`src/common/ccpt_params.svh`:
```
// constants for the configuration pin and test port block
// What this block does
// - latch the three mode pins when the init-ready line rises
// - program request held low restarts the configuration sequence
// - init-ready line is open drain, pulled low or released only
// - open-drain done line is released once configuration is complete
// - test port becomes configuration port after its enable command
// - first selected configuration port stays locked until power-up
// - test data output and its enable change on test clock fall
// - boundary update cells change outputs on test clock fall
`ifndef CCPT_PARAMS_SVH
`define CCPT_PARAMS_SVH

`define CCPT_CLK_PERIOD_NS 5
`define CCPT_INIT_LOW_NS 1000
`define CCPT_INIT_LOW_CYC \
  ((`CCPT_INIT_LOW_NS + `CCPT_CLK_PERIOD_NS - 1) / `CCPT_CLK_PERIOD_NS)

`define CCPT_MODE_W 3
`define CCPT_MODE_RST 3'h0
`define CCPT_IR_W 4
`define CCPT_IR_EXTEST 4'h0
`define CCPT_IR_SAMPLE 4'h1
`define CCPT_IR_CFG_EN 4'h6
`define CCPT_IR_CFG_LOAD 4'h7
`define CCPT_IR_BYPASS 4'hF
`define CCPT_IR_CAPTURE 4'h1

`endif

```
`src/common/ccpt_pkg.sv`:
```
// types shared by the configuration pin and test port block
package ccpt_pkg;

  typedef enum logic [3:0] {
    CCPT_TLR = 4'h0, CCPT_RTI = 4'h1, CCPT_SEL_DR = 4'h3,
    CCPT_CAP_DR = 4'h2, CCPT_SH_DR = 4'h6, CCPT_EX1_DR = 4'h7,
    CCPT_PAU_DR = 4'h5, CCPT_EX2_DR = 4'h4, CCPT_UPD_DR = 4'hC,
    CCPT_SEL_IR = 4'hD, CCPT_CAP_IR = 4'hF, CCPT_SH_IR = 4'hE,
    CCPT_EX1_IR = 4'hA, CCPT_PAU_IR = 4'hB, CCPT_EX2_IR = 4'h9,
    CCPT_UPD_IR = 4'h8
  } ccpt_tap_e;

  typedef enum logic [1:0] {
    CCPT_CLEAR = 2'h0, CCPT_WAIT_INIT = 2'h1,
    CCPT_LOAD = 2'h3, CCPT_DONE = 2'h2
  } ccpt_cfg_e;

  typedef enum logic [1:0] {
    CCPT_PORT_NONE = 2'h0, CCPT_PORT_PINS = 2'h1, CCPT_PORT_TAP = 2'h2
  } ccpt_port_e;

endpackage : ccpt_pkg

```
`src/design/ccpt_top.sv`:
```
// configuration handshake pins, port lock and test access port
`timescale 1ns/1ps
`include "ccpt_params.svh"
module ccpt_top #(
  parameter int BSC_PINS = 4,                        // boundary pins
  parameter int INIT_LOW_CYC = `CCPT_INIT_LOW_CYC    // init low hold
) (
  input wire logic clk,                         // 200 MHz system clock
  input wire logic sys_rst,                     // async reset, power-up
  input wire logic program_request_n,           // restart request pin
  input wire logic [`CCPT_MODE_W-1:0] mode_pins, // mode select pins
  input wire logic init_ready_n_in,             // init line level
  output logic init_ready_n_out,                // init line value (0)
  output logic init_ready_n_oe,                 // init line pulled low
  input wire logic done_in,                     // done line level
  output logic done_out,                        // done line value (0)
  output logic done_oe,                         // done line pulled low
  input wire logic load_complete,               // data load finished
  input wire logic tck,                         // test clock pin
  input wire logic tms,                         // test mode select pin
  input wire logic tdi,                         // test data in pin
  output logic tdo,                             // test data out
  output logic tdo_oe,                          // test data out enable
  input wire logic [BSC_PINS-1:0] bsc_in,       // pin levels to capture
  output logic [BSC_PINS-1:0] bsc_data,         // update cell data
  output logic [BSC_PINS-1:0] bsc_oe,           // update cell enables
  output ccpt_pkg::ccpt_cfg_e cfg_state,        // configuration phase
  output logic [`CCPT_MODE_W-1:0] cfg_mode,     // latched mode
  output ccpt_pkg::ccpt_port_e port_sel,        // locked port
  output logic port_refused,                    // refused select pulse
  output logic cfg_bit,                         // bit loaded over tap
  output logic cfg_bit_vld                      // pulse with cfg_bit
);
  import ccpt_pkg::*;

  localparam int CNT_W = $clog2(INIT_LOW_CYC + 1);
  localparam int BSC_W = 2 * BSC_PINS;

  // a single-cycle init low would break the restart hold
  if (BSC_PINS < 1 || INIT_LOW_CYC < 2) begin : g_bad_param
    $error("ccpt_top: BSC_PINS below 1 or INIT_LOW_CYC below 2");
  end

  // ****************************************************************
  // pin synchronisers
  // ****************************************************************
  localparam int SYN_W = 6 + `CCPT_MODE_W;
  logic [SYN_W-1:0] syn_m_r, syn_s_r;
  logic tck_d_r;
  always_ff @(posedge clk or posedge sys_rst) begin
    if (sys_rst) begin
      syn_m_r <= '0;
      syn_s_r <= '0;
      tck_d_r <= 1'b0;
    end else begin
      syn_m_r <= {tck, tms, tdi, program_request_n, init_ready_n_in,
                  done_in, mode_pins};
      syn_s_r <= syn_m_r;
      tck_d_r <= syn_s_r[SYN_W-1];
    end
  end

  wire tck_s = syn_s_r[SYN_W-1];
  wire tms_s = syn_s_r[SYN_W-2];
  wire tdi_s = syn_s_r[SYN_W-3];
  wire prog_s = syn_s_r[SYN_W-4];
  wire init_s = syn_s_r[SYN_W-5];
  wire [`CCPT_MODE_W-1:0] mode_s = syn_s_r[`CCPT_MODE_W-1:0];
  wire tck_rise = tck_s & ~tck_d_r;
  wire tck_fall = ~tck_s & tck_d_r;

  // ****************************************************************
  // configuration sequence
  // ****************************************************************
  ccpt_cfg_e cfg_nxt;
  logic [CNT_W-1:0] cnt_r;
  logic init_d_r;
  logic od_zero_r;
  wire init_rise = init_s & ~init_d_r;
  wire cnt_end = (cnt_r == CNT_W'(INIT_LOW_CYC - 1));

  always_comb begin
    case (cfg_state)
      CCPT_CLEAR: cfg_nxt = (cnt_end && prog_s) ? CCPT_WAIT_INIT
                                                : CCPT_CLEAR;
      CCPT_WAIT_INIT: cfg_nxt = init_rise ? CCPT_LOAD : CCPT_WAIT_INIT;
      CCPT_LOAD: cfg_nxt = load_complete ? CCPT_DONE : CCPT_LOAD;
      CCPT_DONE: cfg_nxt = CCPT_DONE;
      default: cfg_nxt = CCPT_CLEAR;
    endcase
    if (!prog_s) begin
      cfg_nxt = CCPT_CLEAR;
    end
  end

  always_ff @(posedge clk or posedge sys_rst) begin
    if (sys_rst) begin
      cfg_state <= CCPT_CLEAR;
      cnt_r <= '0;
      init_d_r <= 1'b0;
      od_zero_r <= 1'b0;
    end else begin
      cfg_state <= cfg_nxt;
      init_d_r <= init_s;
      od_zero_r <= 1'b0;
      if (cfg_state != CCPT_CLEAR || !prog_s) begin
        cnt_r <= '0;
      end else if (!cnt_end) begin
        cnt_r <= cnt_r + CNT_W'(1);
      end
    end
  end

  // open-drain: value is always low, only the enable moves
  assign init_ready_n_out = od_zero_r;
  assign done_out = od_zero_r;

  always_ff @(posedge clk or posedge sys_rst) begin
    if (sys_rst) begin
      init_ready_n_oe <= 1'b1;
      done_oe <= 1'b1;
      cfg_mode <= `CCPT_MODE_RST;
    end else begin
      init_ready_n_oe <= (cfg_nxt == CCPT_CLEAR);
      done_oe <= (cfg_nxt != CCPT_DONE);
      if (cfg_state == CCPT_WAIT_INIT && init_rise) begin
        cfg_mode <= mode_s;
      end
    end
  end

  // ****************************************************************
  // test access port
  // ****************************************************************
  ccpt_tap_e tap_st;
  ccpt_tap u_tap (
    .clk(clk),
    .sys_rst(sys_rst),
    .tck_rise(tck_rise),
    .tms(tms_s),
    .state_r(tap_st)
  );

  function automatic logic dr_is_bsc(input logic [`CCPT_IR_W-1:0] ir);
    dr_is_bsc = (ir == `CCPT_IR_EXTEST) || (ir == `CCPT_IR_SAMPLE);
  endfunction : dr_is_bsc

  logic [`CCPT_IR_W-1:0] ir_r, ir_sh_r;
  logic [BSC_W-1:0] bsc_sh_r;
  logic byp_r;
  wire use_bsc = dr_is_bsc(ir_r);
  wire dr_out = use_bsc ? bsc_sh_r[0] : byp_r;
  wire shifting = (tap_st == CCPT_SH_DR) || (tap_st == CCPT_SH_IR);
  wire tdo_nxt = (tap_st == CCPT_SH_IR) ? ir_sh_r[0] : dr_out;
  wire cfg_shift = tck_rise && tap_st == CCPT_SH_DR &&
                   ir_r == `CCPT_IR_CFG_LOAD && port_sel == CCPT_PORT_TAP &&
                   cfg_state == CCPT_LOAD;

  // capture and shift on the rise
  always_ff @(posedge clk or posedge sys_rst) begin
    if (sys_rst) begin
      ir_sh_r <= `CCPT_IR_CAPTURE;
      bsc_sh_r <= '0;
      byp_r <= 1'b0;
    end else if (tck_rise) begin
      case (tap_st)
        CCPT_CAP_IR: ir_sh_r <= `CCPT_IR_CAPTURE;
        CCPT_SH_IR: ir_sh_r <= {tdi_s, ir_sh_r[`CCPT_IR_W-1:1]};
        CCPT_CAP_DR: begin
          byp_r <= 1'b0;
          if (use_bsc) begin
            bsc_sh_r <= {bsc_oe, bsc_in};
          end
        end
        CCPT_SH_DR: begin
          byp_r <= tdi_s;
          if (use_bsc) begin
            bsc_sh_r <= {tdi_s, bsc_sh_r[BSC_W-1:1]};
          end
        end
        default: byp_r <= byp_r;
      endcase
    end
  end

  // outputs and updates on the fall, as the port expects
  always_ff @(posedge clk or posedge sys_rst) begin
    if (sys_rst) begin
      ir_r <= `CCPT_IR_BYPASS;
      tdo <= 1'b0;
      tdo_oe <= 1'b0;
      bsc_data <= '0;
      bsc_oe <= '0;
    end else if (tck_fall) begin
      tdo <= tdo_nxt;
      tdo_oe <= shifting;
      if (tap_st == CCPT_TLR) begin
        ir_r <= `CCPT_IR_BYPASS;
      end else if (tap_st == CCPT_UPD_IR) begin
        ir_r <= ir_sh_r;
      end
      if (tap_st == CCPT_UPD_DR && use_bsc) begin
        bsc_data <= bsc_sh_r[BSC_PINS-1:0];
        bsc_oe <= bsc_sh_r[BSC_W-1:BSC_PINS];
      end
    end
  end

  // ****************************************************************
  // port selection and lock
  // ****************************************************************
  // lock only clears on power-up reset; program request does not free it
  wire tap_sel_req = tck_fall && tap_st == CCPT_UPD_IR &&
                     ir_sh_r == `CCPT_IR_CFG_EN;
  wire pin_sel_req = cfg_state == CCPT_WAIT_INIT && init_rise;

  always_ff @(posedge clk or posedge sys_rst) begin
    if (sys_rst) begin
      port_sel <= CCPT_PORT_NONE;
      port_refused <= 1'b0;
      cfg_bit <= 1'b0;
      cfg_bit_vld <= 1'b0;
    end else begin
      port_refused <= tap_sel_req && port_sel == CCPT_PORT_PINS;
      if (port_sel == CCPT_PORT_NONE) begin
        if (tap_sel_req) begin
          port_sel <= CCPT_PORT_TAP;
        end else if (pin_sel_req) begin
          port_sel <= CCPT_PORT_PINS;
        end
      end
      cfg_bit_vld <= cfg_shift;
      if (cfg_shift) begin
        cfg_bit <= tdi_s;
      end
    end
  end

  // ****************************************************************
  // checks
  // ****************************************************************
  a_mode_capture: assert property (
    @(posedge clk) disable iff (sys_rst)
    (cfg_state == CCPT_WAIT_INIT && init_rise) |=> cfg_mode == $past(mode_s))
    else $error("mode not latched at init rise");

  a_prog_restart: assert property (
    @(posedge clk) disable iff (sys_rst)
    !prog_s |=> cfg_state == CCPT_CLEAR ##1 init_ready_n_oe)
    else $error("program request did not restart configuration");

  a_init_open_drain: assert property (
    @(posedge clk) disable iff (sys_rst)
    (cfg_state == CCPT_CLEAR && !cnt_end) |-> init_ready_n_oe &&
    !init_ready_n_out)
    else $error("init line not pulled low while clearing");

  a_done_release: assert property (
    @(posedge clk) disable iff (sys_rst)
    (cfg_state == CCPT_LOAD && load_complete && prog_s) |=>
    cfg_state == CCPT_DONE && !done_oe)
    else $error("done line not released on completion");

  a_tap_cfg_only: assert property (
    @(posedge clk) disable iff (sys_rst)
    cfg_bit_vld |-> port_sel == CCPT_PORT_TAP)
    else $error("data taken over test port without its selection");

  a_port_locked: assert property (
    @(posedge clk) disable iff (sys_rst)
    port_sel != CCPT_PORT_NONE |=> $stable(port_sel))
    else $error("locked configuration port changed");

  a_tdo_on_fall: assert property (
    @(posedge clk) disable iff (sys_rst)
    ($changed(tdo) || $changed(tdo_oe)) |-> $past(tck_fall))
    else $error("test data output moved off a falling edge");

  a_bsc_on_fall: assert property (
    @(posedge clk) disable iff (sys_rst)
    ($changed(bsc_data) || $changed(bsc_oe)) |-> $past(tck_fall))
    else $error("boundary outputs moved off a falling edge");

endmodule : ccpt_top

```
`src/design/ccpt_tap.sv`:
```
// test port state machine, advanced on sampled test clock rises
`timescale 1ns/1ps
module ccpt_tap (
  input wire logic clk,               // system clock
  input wire logic sys_rst,           // async reset, active high
  input wire logic tck_rise,          // one-cycle test clock rise
  input wire logic tms,               // synchronised mode select
  output ccpt_pkg::ccpt_tap_e state_r // present state
);
  import ccpt_pkg::*;

  ccpt_tap_e state_nxt;

  always_comb begin
    case (state_r)
      CCPT_TLR: state_nxt = tms ? CCPT_TLR : CCPT_RTI;
      CCPT_RTI: state_nxt = tms ? CCPT_SEL_DR : CCPT_RTI;
      CCPT_SEL_DR: state_nxt = tms ? CCPT_SEL_IR : CCPT_CAP_DR;
      CCPT_CAP_DR: state_nxt = tms ? CCPT_EX1_DR : CCPT_SH_DR;
      CCPT_SH_DR: state_nxt = tms ? CCPT_EX1_DR : CCPT_SH_DR;
      CCPT_EX1_DR: state_nxt = tms ? CCPT_UPD_DR : CCPT_PAU_DR;
      CCPT_PAU_DR: state_nxt = tms ? CCPT_EX2_DR : CCPT_PAU_DR;
      CCPT_EX2_DR: state_nxt = tms ? CCPT_UPD_DR : CCPT_SH_DR;
      CCPT_UPD_DR: state_nxt = tms ? CCPT_SEL_DR : CCPT_RTI;
      CCPT_SEL_IR: state_nxt = tms ? CCPT_TLR : CCPT_CAP_IR;
      CCPT_CAP_IR: state_nxt = tms ? CCPT_EX1_IR : CCPT_SH_IR;
      CCPT_SH_IR: state_nxt = tms ? CCPT_EX1_IR : CCPT_SH_IR;
      CCPT_EX1_IR: state_nxt = tms ? CCPT_UPD_IR : CCPT_PAU_IR;
      CCPT_PAU_IR: state_nxt = tms ? CCPT_EX2_IR : CCPT_PAU_IR;
      CCPT_EX2_IR: state_nxt = tms ? CCPT_UPD_IR : CCPT_SH_IR;
      CCPT_UPD_IR: state_nxt = tms ? CCPT_SEL_DR : CCPT_RTI;
      default: state_nxt = CCPT_TLR;
    endcase
  end

  always_ff @(posedge clk or posedge sys_rst) begin
    if (sys_rst) begin
      state_r <= CCPT_TLR;
    end else if (tck_rise) begin
      state_r <= state_nxt;
    end
  end

  a_tap_moves_rise: assert property (
    @(posedge clk) disable iff (sys_rst)
    !tck_rise |=> $stable(state_r))
    else $error("test port state moved without a test clock rise");

endmodule : ccpt_tap

```
`config.mk`:
```
export PLATFORM = sky130hd
export DESIGN_NAME = ccpt_top
export DESIGN_NICKNAME = d
export VERILOG_FILES = /design/src/common/ccpt_pkg.sv /design/src/design/ccpt_top.sv /design/src/design/ccpt_tap.sv
export VERILOG_INCLUDE_DIRS = /design/src /design/src/common
export SDC_FILE = /design/constraint.sdc
export NUM_CORES = 1
export LEC_CHECK = 0
export BUFFER_PORTS_ARGS = -buffer_cell sky130_fd_sc_hd__buf_2
export CORE_MARGIN = 2
export CORE_UTILIZATION = 50
export DETAILED_ROUTE_END_ITERATION = 16
export GPL_TIMING_DRIVEN = 1
export PLACE_DENSITY_LB_ADDON = 0.05
export SETUP_SLACK_MARGIN = 0.02
export SYNTH_ARGS = -nofsm -noshare
export SYNTH_HDL_FRONTEND = slang
export SYNTH_SLANG_ARGS = --single-unit
```
`constraint.sdc`:
```
create_clock -name clk -period 2.8 [get_ports clk]
set_clock_uncertainty 0.15 [all_clocks]
set_input_delay 0.42 -clock clk [delete_from_list [all_inputs] [get_ports clk]]
set_output_delay 0.42 -clock clk [all_outputs]
set_load 0.01 [all_outputs]
```
### Word level (Yosys, flattened, before mapping)

Index checks and enable logic that the tools add are counted.

* mux-type cells: 31
* reductions and logical operators: 33
* $add $sub $neg: 1
* bitwise gates (word level): 6
* equality and inequality tests: 28

Operator list (count)
* case mux 4 bit (12 select lines): 1
* equality test 4 bit, second input constant: 8
* 2-to-1 mux 8 bit: 4
* equality test 4 x 3 -> 1 bit, second input constant: 6
* 2-to-1 mux 4 bit: 6
* case mux 8 bit (2 select lines): 1
* 2-to-1 mux 2 bit: 7
* logical AND 1 bit: 10
* AND reduction 2 bit: 5
* nonzero test 2 bit: 5
* adder 8 x 1 -> 8 bit, second input constant: 1
* equality test 4 x 1 -> 1 bit, second input constant: 2
* equality test 4 x 2 -> 1 bit, second input constant: 2
* equality test 8 bit, second input constant: 1
* logical NOT 4 bit: 2
* case mux 2 bit (4 select lines): 1
* case mux 4 bit (2 select lines): 1
* 2-to-1 mux 1 bit: 7
* equality test 2 bit, second input constant: 3
* logical NOT 2 bit: 3
* 2-to-1 mux 3 bit: 2
* inequality test 2 bit, second input constant: 3
* equality test 2 x 1 -> 1 bit, second input constant: 2
* AND reduction 4 bit: 1
* other kinds (8): 15

* input bits: 16
* bits in registers: 71
* word-level logic and storage cells: 121
* output and inout bits: 24

### Logic depth before layout (Yosys ltp)

Gate-level depths: netlist of the first run.

* depth in word-level cells: 6
* depth in mapped cells: 5
* gate-level depth less buffers: 4

### Hierarchy

From an unflattened synthesis of the first run, not the netlist that was laid out.

* cell total of the unflattened synthesis: 244
* area, all modules: 3057.9 µm²

By module, submodules not included
* ccpt_top: sequential area each 1635.3 µm², area each 2685.1 µm², cells each 198, times used 1
* ccpt_tap: sequential area each 100.1 µm², area each 372.9 µm², cells each 46, times used 1

### Worst setup path after synthesis of the first run

No wires, ideal clock.

* kind: register to register
* start: register ir_r[1]
* end: register bsc_sh_r[1]
* arrival: 1600 ps
* clock period less this slack: 1874 ps
* setup time: 125 ps
* path buffers: 0
* stages on the path, launching flop included: 4
* required time: 2525 ps
* slack: 926 ps
* path through: dfstp_2 -> or3_4 -> nor4_4 -> mux2_2

* word-level cells in the longest chain between the ends: 4
* elaborated cells between the ends (all ways): 6
* classes of those cells: 3 x eq/ne; 3 x reduce/logical

Ends and longest elaborated chain
* from (decl): line ccpt_top.sv:148 `` logic [`CCPT_IR_W-1:0] ir_r, ir_sh_r; ``
* from (signal assigned): line ccpt_top.sv:189 `` ir_r <= `CCPT_IR_BYPASS; ``
* from (signal assigned): line ccpt_top.sv:198 `` ir_r <= `CCPT_IR_BYPASS; ``
* from (signal assigned): line ccpt_top.sv:200 `ir_r <= ir_sh_r;`
* equality test 4 x 1 -> 1 bit (no source line) / logical NOT 4 bit (equally long branches)
* logical OR 1 bit (*): line ccpt_top.sv:145 `` dr_is_bsc = (ir == `CCPT_IR_EXTEST) || (ir == `CCPT_IR_SAMPLE); ``
* inequality test 2 bit (no source line)
* AND reduction 4 bit (no source line) (*)
* to (signal assigned): line ccpt_top.sv:172 `bsc_sh_r <= {bsc_oe, bsc_in};`
* to (signal assigned): line ccpt_top.sv:178 `bsc_sh_r <= {tdi_s, bsc_sh_r[BSC_W-1:1]};`
* to (decl): line ccpt_top.sv:149 `logic [BSC_W-1:0] bsc_sh_r;`

Every way passes the cells marked *; elsewhere a longest branch is shown, timed or not.
A chain may end at the register's enable or synchronous reset.

### Worst setup path in the final report of the first run

* start: register u_tap.state_r[1]
* end: register bsc_data[3]

* word-level cells in the longest chain between the ends: 3

Ends and longest elaborated chain
* from (decl): line ccpt_tap.sv:8 `output ccpt_pkg::ccpt_tap_e state_r`
* from (signal assigned): line ccpt_tap.sv:40 `state_r <= state_nxt;`
* equality test 4 bit: line ccpt_top.sv:202 `if (tap_st == CCPT_UPD_DR && use_bsc) begin`
* logical AND 1 bit: line ccpt_top.sv:202
* AND reduction 2 bit (no source line)
* to (signal assigned): line ccpt_top.sv:203 `bsc_data <= bsc_sh_r[BSC_PINS-1:0];`
* to (decl): line ccpt_top.sv:25 `output logic [BSC_PINS-1:0] bsc_data,`

No other way between the ends.

==> results of run 1 <==
==> repair_timing <==
| action | CTS | global route |
|---|---|---|
| hold buffers | 1 | 0 |
| resized for setup | 0 | 0 |
| endpoints found under the hold margin | 24 | 0 |
==> registers in the layout, indices dropped and copies added, names as in the netlist <==
name and count:
init_ready_n_oe 1, cfg_bit_vld 1, ir_r 4, bsc_data 4
syn_s_r 8, cfg_state 2, port_sel 2, bsc_sh_r 8
port_refused 1, cfg_mode 3, tck_d_r 1, u_tap.state_r 4
ir_sh_r 4, tdo 1, byp_r 1, bsc_oe 4
done_oe 1, cnt_r 8, tdo_oe 1, syn_m_r 8
cfg_bit 1, init_d_r 1
==> worst paths after layout <==
check                                 startpoint           to  slack [ns]  depth (start not counted)
worst max-delay path            u_tap.state_r[1]  bsc_data[3]        0.66                          3
worst min-delay path                         tms   syn_m_r[7]        0.02                          1
worst max register to register  u_tap.state_r[1]  bsc_data[3]        0.66                          3
worst min register to register        syn_m_r[1]   syn_s_r[1]        0.20                          0
max in group asynchronous                sys_rst      ir_r[3]        1.29                          4
min in group asynchronous                sys_rst   syn_m_r[0]        0.52                          3
==> cell type report <==
type                            count  area (sq um)
Timing Repair Buffer               42           240
Inverter                           11          41.3
Clock inverter                      5          83.8
Sequential cell                    69          1740
Multi-Input combinational cell    148          1130
Tap cell                           75          93.8
Fill cell                         511          2350
Clock buffer                       11           141
==> power breakdown <==
| group | total [uW] | switching (uW) | internal, uW |
|---|---|---|---|
| clock | 902 | 375 | 527 |
| combinational | 443 | 238 | 205 |
| sequential | 1310 | 176 | 1140 |
==> per-stage QoR <==
stage          area [sq um]  std cells
2_1_floorplan          2960        240
3_3_place_gp           3230        344
3_5_place_dp           3230        344
4_1_cts                3470        361
5_1_grt                3470        361
6_report               3470        361
==> cells by family after synthesis <==
family / after synthesis / synth area share
AND/OR/NAND/NOR: 69 / 0.151
adder cells (fa/ha/maj): 1 / 0.00423
AO/OA/AOI/OAI: 42 / 0.0987
flip-flops: 69 / 0.587
other: 1 / 0.00127
buffers and inverters: 23 / 0.0326
multiplexers: 32 / 0.119
XOR/XNOR: 2 / 0.00593
==> worst max-delay path: stages, from the launching register on <==
cell	delay [ns]
dfrtp_1	0.52
nor4b_4	0.49
nand3_1	0.45
mux2_2	0.41
==> layout by cell type, fill, tap and decap left out, types with 2 or more instances in the layout <==
cell | Yosys | routed
or3_1 | 3 | 3
o221ai_1 | 2 | 2
nor3b_1 | 3 | 3
buf_2 | 2 | 36
nand2b_1 | 5 | 5
nand3_1 | 8 | 8
o21ai_0 | 5 | 5
nor4bb_1 | 4 | 3
a21oi_1 | 9 | 9
xor2_1 | 2 | 2
bufinv_16 | 0 | 2
nor3_1 | 7 | 7
nand2_1 | 13 | 13
mux2_2 | 26 | 26
a311oi_1 | 2 | 2
o221a_2 | 2 | 2
nand4_1 | 3 | 3
mux2i_1 | 6 | 6
a31oi_1 | 6 | 6
nor2b_1 | 3 | 3
dfstp_2 | 7 | 7
dfrtp_1 | 62 | 62
nor2_1 | 6 | 6
buf_4 | 2 | 4
and2_1 | 2 | 2
o21a_1 | 3 | 3
o31ai_1 | 5 | 5
clkinvlp_4 | 0 | 2
clkbuf_8 | 0 | 10
conb_1 | 1 | 2
inv_1 | 10 | 9
==> per-layer routing <==
metal / GRT usage / vias up / part of all wire
met1: 0.265 / 986 / 0.49
met4: 0.0881 / 0 / 0.016
li1: - / 960 / -
met2: 0.269 / 46 / 0.45
met3: 0.0478 / 8 / 0.045
met5: 0 / - / 0
==> impl_results.md, run 1 <==
- CTS max path bufs: 2
- Setup Buffers After CTS: 0
- CORE AREA: 5820 sq um
- Final HPWL DP: 3.62 mm
- Final Hold Viols: 0
- RSZ-0062 raised after global routing: false
- Post-synth EDFFs: 0
- Cell taking the most area after synthesis: dfrtp_1
- CP endpoint kind: flip-flop
- Die area: 6540 sq um
- Clock buffer count from CTS: 9
- TritonCTS clock tree: built
- First-pass GRT wire length: 9.19 mm
- Max VDD drop: 0.000350 V
- Synthesized area: 2960 sq um
- Synth async-reset ratio: 1.00
- Kind of critical path: reg -> reg
- Die Ht: 80.9 um
- # DRC: 0
- Later-pin clock latency in the skew report: 0.34 ns
- Area Growth Syn to Fin: 17.4%
- Crit share post-route: 0.764
- Via count: 2000
- Number of H-tree branching levels: 3
- Max cap viols: 0
- Die X-Extent: 80.9 um
- RD Place Congestion: 0.786
- Cells after Synth: 239
- CP Data Arrival Time: 2.22 ns
- Count of unique library cells instantiated by Yosys: 52
- Site Rows: 28
- LEAKAGE: 0.00161 uW
- Boundary Pins: 40
- FMAX: 468 MHz
- Top post-synthesis cells by area: dfrtp_1 (52%), mux2_2 (9.9%), dfstp_2 (6.2%)
- Pre-CTS setup slack: 0.669 ns
- Area share of the largest cell type after synthesis: 0.525
- Total Power: 2660 uW
- Pin count of the biggest net entering global routing: 44
- Max FO, Critical Path: 11
- Vias in the first global route: 1950
- Measured slew at the worst slew-check pin: 0.702 ns
- Top FF cell, synth: dfrtp_1
- Flop and latch count out of synthesis: 69
- Worst rel slew slack: 0.532
- CTS sink cnt: 69
- Mean post-synth cell area: 12.4 sq um
- Seq/Total Area, Yosys: 0.587
- I/O Buffers: 36
- All-Layer GR Usage: 0.186
- Startpoint types: flip-flop
- Count leader, synth: dfrtp_1
- Root Buffer: clkbuf_8
- Antenna viol nets, final: 0
- Final Setup Violations: 0
- Power Dens Cells: 766 nW/um^2
- Initial Util: 0.508
- YS warnings: 0
- HP Class: in -> reg
- Layout cells sized above 1: 0.357
- Initial antenna violation count: 0
- DR WL/cell: 14.9 um
- CP required: 2.88 ns
- Final setup TNS: 0 ns
- Final Worst Setup Slack: 0.662 ns
- TritonRoute pass-1 iters: 4
- NumNets Final: 298
- Fin. max-slew vios: 0
- Min cycle time layout: 2.14 ns
- Finished Core Util: 0.597
- Top cells by instance count after synthesis: dfrtp_1 (62), mux2_2 (26), nand2_1 (13), inv_1 (10), a21oi_1 (9)
- DR iter-0 viols: 143
- # diodes: 0
- Final hold slack: 0.0248 ns
- Detailed Route WL: 5.38 mm
- Total gr overflow: 0
- Outcome: finished clean
- Clk slew on worst S/H paths: 0.08 ns
- Vias per inst: 5.54
Note: power is estimated with default switching activity, not from simulation.
==> inputs of run 2 (changes only) <==
==> constraint.sdc (replaced) <==
create_clock -name clk -period 2.25 [get_ports clk]
set_clock_uncertainty 0.15 [all_clocks]
set_input_delay 0.3375 -clock clk [delete_from_list [all_inputs] [get_ports clk]]
set_output_delay 0.3375 -clock clk [all_outputs]
set_load 0.01 [all_outputs]
==> impl_results.md, run 2 (synthesized netlist as in run 1, its figures left out) <==
- Measured slew at the worst slew-check pin: 0.553 ns (-0.149 ns)
- CORE AREA: 5820 sq um (unchanged)
- Switching power: 1030 uW (+30%)
- Vias in the first global route: 1948 (-0.10%)
- Max FO, Critical Path: 10 (-1)
- Fin. max-slew vios: 0 (unchanged)
- Initial antenna violation count: 0 (unchanged)
- All-Layer GR Usage: 0.190 (+0.00343)
- Most frequent cells in the layout: dfrtp_1 (62), buf_2 (36), mux2_2 (26)
- # DRC: 0 (unchanged)
- Root Buffer: clkbuf_8
- Final Worst Setup Slack: 0.286 ns (-0.376 ns)
- Worst path slowest cell: dfrtp_1
- LEAKAGE: 0.00168 uW (+4.6%)
- Outcome: finished clean
- CTS max path bufs: 2 (unchanged)
- First-pass GRT wire length: 9.20 mm (about the same)
- Worst rel slew slack: 0.626 (+0.0941)
- Total gr overflow: 0 (unchanged)
- NumNets Final: 314 (+5.4%)
- Critical path launch point: u_tap.state_r[0]
- Final Hold Viols: 0 (unchanged)
- Area Growth Syn to Fin: 21.9%
- Final HPWL DP: 3.71 mm (+2.6%)
- Min cycle time layout: 1.96 ns (-0.174 ns)
- Logic pwr share: 0.201 (+0.034)
- DR WL/cell: 14.8 um (-0.81%)
- Antenna viol nets, final: 0 (unchanged)
- Via count: 2018 (+0.90%)
- Max cap viols: 0 (unchanged)
- Worst R2R Setup Slack: 0.29 ns (-0.38 ns)
- Critical path's most frequent cell: mux2_2
- CP Data Arrival Time: 2.05 ns (-0.17 ns)
- Reg2Reg Depth: 4 (+1)
- TritonRoute pass-1 iters: 4 (unchanged)
- Final Setup Violations: 0 (unchanged)
- FMAX: 509 MHz (+8.9%)
- Vias per inst: 5.35 (-3.4%)
- CP endpoint kind: flip-flop
- Power Dens Cells: 947 nW/um^2 (+24%)
- CTS sink cnt: 69 (unchanged)
- DR iter-0 viols: 117 (-18%)
- Cell breakdown of the critical path: nor4bb_2 -> buf_4 -> mux2_2 -> mux2_2
- Max VDD drop: 0.000550 V (+57%)
- Sequential share of power: 0.458 (-0.036)
- Die Ht: 80.9 um (unchanged)
- Pin count of the biggest net entering global routing: 40 (-9.1%)
- Final setup TNS: 0 ns (unchanged)
- Clock power share: 0.341 (+0.002)
- # diodes: 0 (unchanged)
- Reg2reg start: u_tap.state_r[0]
- Reg2reg end: bsc_sh_r[2]
- Int Pwr: 2390 uW (+28%)
- Clk slew on worst S/H paths: 0.08 ns (about the same)
- Initial Util: 0.508 (unchanged)
- Die area: 6540 sq um (unchanged)
- Startpoint types: flip-flop
- Max stage delay on crit path: 0.50 ns (-0.02 ns)
- Later-pin clock latency in the skew report: 0.35 ns (about the same)
- RD Place Congestion: 0.769 (-2.1%)
- Worst Setup EP: bsc_sh_r[2]
- Sw Share: 0.301 (+0.00416)
- Layout cells sized above 1: 0.368 (+0.0109)
- Number of H-tree branching levels: 3 (unchanged)
- Kind of critical path: reg -> reg
- Most common cell after layout, fill and taps aside: dfrtp_1
- Pre-CTS setup slack: 0.305 ns (-0.364 ns)
- Boundary Pins: 40 (unchanged)
- CP required: 2.34 ns (-0.54 ns)
- TritonCTS clock tree: built
- Reg area: 1740 sq um (unchanged)
- Site Rows: 28 (unchanged)
- Fillers: 493 (-3.5%)
- HP Class: in -> reg
- RSZ-0062 raised after global routing: false
- Die X-Extent: 80.9 um (unchanged)
- I/O Buffers: 36 (unchanged)
- Multi-input gate area: 1130 sq um (unchanged)
- Detailed Route WL: 5.57 mm (+3.6%)
- Crit share post-route: 0.873 (+0.109)
- Clock buffer count from CTS: 9 (unchanged)
-- run 2: worst min-delay path by stage --
stage                       start          to  cells after the start
global placement       syn_m_r[6]  syn_s_r[6]                      0
global route        load_complete     done_oe                      3
floorplan              syn_m_r[0]  syn_s_r[0]                      0
detailed placement     syn_m_r[4]  syn_s_r[4]                      0
CTS                 load_complete     done_oe                      3
finish              load_complete     done_oe                      3
-- run 2: layer usage --
layer / vias to the layer above / global-route usage / share of wire
li1: 982 / - / -
met1: 985 / 0.263 / 0.48
met2: 43 / 0.272 / 0.46
met3: 8 / 0.0744 / 0.042
met4: 0 / 0.0678 / 0.014
met5: - / 0 / 0
-- run 2: area by class of cell --
| type | instances | area share |
|---|---|---|
| clock buffers | 10 | 0.0382 |
| clock inverters | 6 | 0.0260 |
| inverters | 11 | 0.0115 |
| multi-input cells | 148 | 0.315 |
| well taps | 75 | 0.0260 |
| flip-flops and latches | 69 | 0.482 |
| repair buffers | 58 | 0.102 |
-- run 2: timing repair --
item / 4_1_cts / 5_1_grt
gates resized for setup: 0 / 0
hold buffers: 9 / 0
endpoints found under the hold margin: 70 / 0
setup buffers: 0 / 0
setup endpoints to repair: 0 / 0
-- run 2: worst max-delay path: cells and delay by family (launching register included) --
| kind | cells | cell delay, ns |
|---|---|---|
| mux | 2 | 0.61 |
| flops | 1 | 0.50 |
| simple gates | 1 | 0.36 |
| buf+inv | 1 | 0.24 |
-- run 2: through the flow --
step	total power (uW)	utilization	hold WS [ns]	cell area, sq um	instances
floorplan	2040	-	0.181	2960	240
global placement	2240	0.564	0.182	3280	352
global route	3600	0.620	0.109	3600	377
detailed placement	2260	0.564	0.185	3280	352
CTS	3430	0.620	0.0841	3600	377
finish	3410	0.620	0.0935	3600	377
-- run 2: power groups by stage --
stage / registers (uW) / clock network, uW / logic, uW
floorplan: 1530 / 0 / 502
global placement: 1580 / 0 / 659
detailed placement: 1580 / 0 / 676
CTS: 1560 / 1190 / 687
global route: 1590 / 1240 / 765
finish: 1560 / 1160 / 686
==> inputs of run 3 (changes only) <==
--- a/config.mk
+++ b/config.mk
@@ -7,12 +7,14 @@
 export NUM_CORES = 1
 export LEC_CHECK = 0
 export BUFFER_PORTS_ARGS = -buffer_cell sky130_fd_sc_hd__buf_2
-export CORE_MARGIN = 2
-export CORE_UTILIZATION = 50
+export CELL_PAD_IN_SITES_DETAIL_PLACEMENT = 1
+export CELL_PAD_IN_SITES_GLOBAL_PLACEMENT = 2
+export CORE_UTILIZATION = 38
 export DETAILED_ROUTE_END_ITERATION = 16
 export GPL_TIMING_DRIVEN = 1
 export PLACE_DENSITY_LB_ADDON = 0.05
 export SETUP_SLACK_MARGIN = 0.02
+export SLEW_MARGIN = 10
 export SYNTH_ARGS = -nofsm -noshare
 export SYNTH_HDL_FRONTEND = slang
 export SYNTH_SLANG_ARGS = --single-unit
==> impl_results.md, run 3 (synthesized netlist as in run 1, its figures left out) <==
- Finished Core Util: 0.487 (-0.133)
- Layout cells sized above 1: 0.365 (-0.00210)
- I/O Buffers: 36 (unchanged)
- Initial Util: 0.401 (-0.107)
- Most common cell after layout, fill and taps aside: dfrtp_1
- DR WL/cell: 15.9 um (+7.4%)
- Reg2Reg Depth: 4 (unchanged)
- Max cap viols: 0 (unchanged)
- Setup Buffers After CTS: 0 (unchanged)
- Final HPWL DP: 4.15 mm (+12%)
- Fillers: 806 (+63%)
- Reg2reg start: u_tap.state_r[0]
- Power Dens Cells: 891 nW/um^2 (-6.0%)
- Critical path launch point: u_tap.state_r[0]
- NumNets Final: 314 (unchanged)
- Max VDD drop: 0.000371 V (-33%)
- Outcome: finished clean
- Min cycle time layout: 1.99 ns (+0.0251 ns)
- Worst R2R Setup Slack: 0.26 ns (-0.03 ns)
- Crit share post-route: 0.884 (+0.0112)
- Most frequent cells in the layout: dfrtp_1 (62), buf_2 (36), mux2_2 (26)
- Detailed Route WL: 6.35 mm (+14%)
- CP endpoint kind: flip-flop
- Total gr overflow: 0 (unchanged)
- Boundary Pins: 40 (unchanged)
- Multi-input gate area: 1130 sq um (unchanged)
- Antenna viol nets, final: 0 (unchanged)
- Final setup TNS: 0 ns (unchanged)
- CP required: 2.33 ns (about the same)
- Initial antenna violation count: 0 (unchanged)
- Root Buffer: clkbuf_8
- RD Place Congestion: 0.707 (-8.1%)
- Final Hold Viols: 0 (unchanged)
- CTS max path bufs: 2 (unchanged)
- First-pass GRT wire length: 10.8 mm (+17%)
- Worst Setup EP: bsc_sh_r[4]
- CORE AREA: 7370 sq um (+27%)
- # DRC: 0 (unchanged)
- TritonRoute pass-1 iters: 4 (unchanged)
- Site Rows: 31 (+11%)
- Fin. max-slew vios: 0 (unchanged)
- Kind of critical path: reg -> reg
- PostCTS Resize Cnt: 0 (unchanged)
- All-Layer GR Usage: 0.171 (-0.0185)
- Final Setup Violations: 0 (unchanged)
- Die area: 8130 sq um (+24%)
- CP Data Arrival Time: 2.07 ns (+0.02 ns)
- Startpoint types: flip-flop
- Clk slew on worst S/H paths: 0.08 ns (about the same)
- CTS sink cnt: 69 (unchanged)
- Vias per inst: 5.16 (-3.6%)
- Int Pwr: 2140 uW (-10%)
- DR iter-0 viols: 68 (-42%)
- Pin count of the biggest net entering global routing: 70 (+75%)
- Later-pin clock latency in the skew report: 0.35 ns (about the same)
- HP Class: in -> reg
- Via count: 2065 (+2.3%)
- LEAKAGE: 0.00165 uW (-1.6%)
- Logic pwr share: 0.216 (+0.015)
- Die Ht: 90.2 um (+12%)
- Reg area: 1740 sq um (unchanged)
- # diodes: 0 (unchanged)
- TritonCTS clock tree: built
- Die X-Extent: 90.2 um (+12%)
- Reg2reg end: bsc_sh_r[4]
- Sequential share of power: 0.498 (+0.040)
- Vias in the first global route: 2092 (+7.4%)
- Sw Share: 0.332 (+0.0306)
- Max FO, Critical Path: 10 (unchanged)
- RSZ-0062 raised after global routing: false
- Clock power share: 0.286 (-0.055)
- Number of H-tree branching levels: 3 (unchanged)
- WHS Path Cells: 3 (unchanged)
- Clock buffer count from CTS: 9 (unchanged)
- Switching power: 1060 uW (+3.1%)
- FMAX: 503 MHz (-1.3%)
- Area Growth Syn to Fin: 21.4%
[run 3: metrics by stage]
step / cells / setup slack (ns) / hold slack [ns] / total power (uW) / instance area [sq um]
floorplan: 240 / 0.0342 / 0.181 / 2040 / 2960
global placement: 376 / 0.263 / 0.182 / 2280 / 3320
detailed placement: 376 / 0.259 / 0.186 / 2300 / 3320
CTS: 400 / 0.235 / 0.0987 / 3250 / 3590
global route: 400 / 0.158 / 0.0976 / 3400 / 3590
finish: 400 / 0.261 / 0.109 / 3200 / 3590
[run 3: per-layer routing]
metal  vias up  routed length [um]  global-route usage
met1      1047                3220               0.245
met3         6                 232              0.0499
met2        34                2820               0.244
li1        978                   -                   -
met4         0                  69              0.0685
met5         -                   0                   0
[run 3: what timing repair did]
item,4_1_cts,5_1_grt
endpoints found under the setup margin,0,0
hold buffers,9,0
hold endpoints to repair,70,0
[run 3: power by group through the flow]
| stage | clock network, uW | registers [uW] | logic (uW) |
|---|---|---|---|
| floorplan | 0 | 1530 | 502 |
| global placement | 0 | 1610 | 676 |
| detailed placement | 0 | 1610 | 690 |
| CTS | 954 | 1590 | 701 |
| global route | 1000 | 1620 | 777 |
| finish | 914 | 1590 | 691 |
[run 3: how the worst min path moves through the flow]
stage / endpoint / from
after global placement: syn_s_r[0] / syn_m_r[0]
after CTS: done_oe / load_complete
after global routing: done_oe / load_complete
after floorplan: syn_s_r[0] / syn_m_r[0]
after detailed placement: syn_s_r[6] / syn_m_r[6]
final: done_oe / load_complete
[run 3: critical path: stages, from the launching register on]
cell,delay [ns]
dfrtp_1,0.53
nor4bb_2,0.36
buf_4,0.24
mux2_2,0.35
mux2_2,0.26
[run 3: final cells by class]
class                   instances  share of cell area
multi-input cells             148               0.316
flip-flops and latches         69               0.484
clock buffers                   9              0.0345
inverters                      11              0.0115
repair buffers                 58               0.106
well taps                      99              0.0345
clock inverters                 6              0.0139
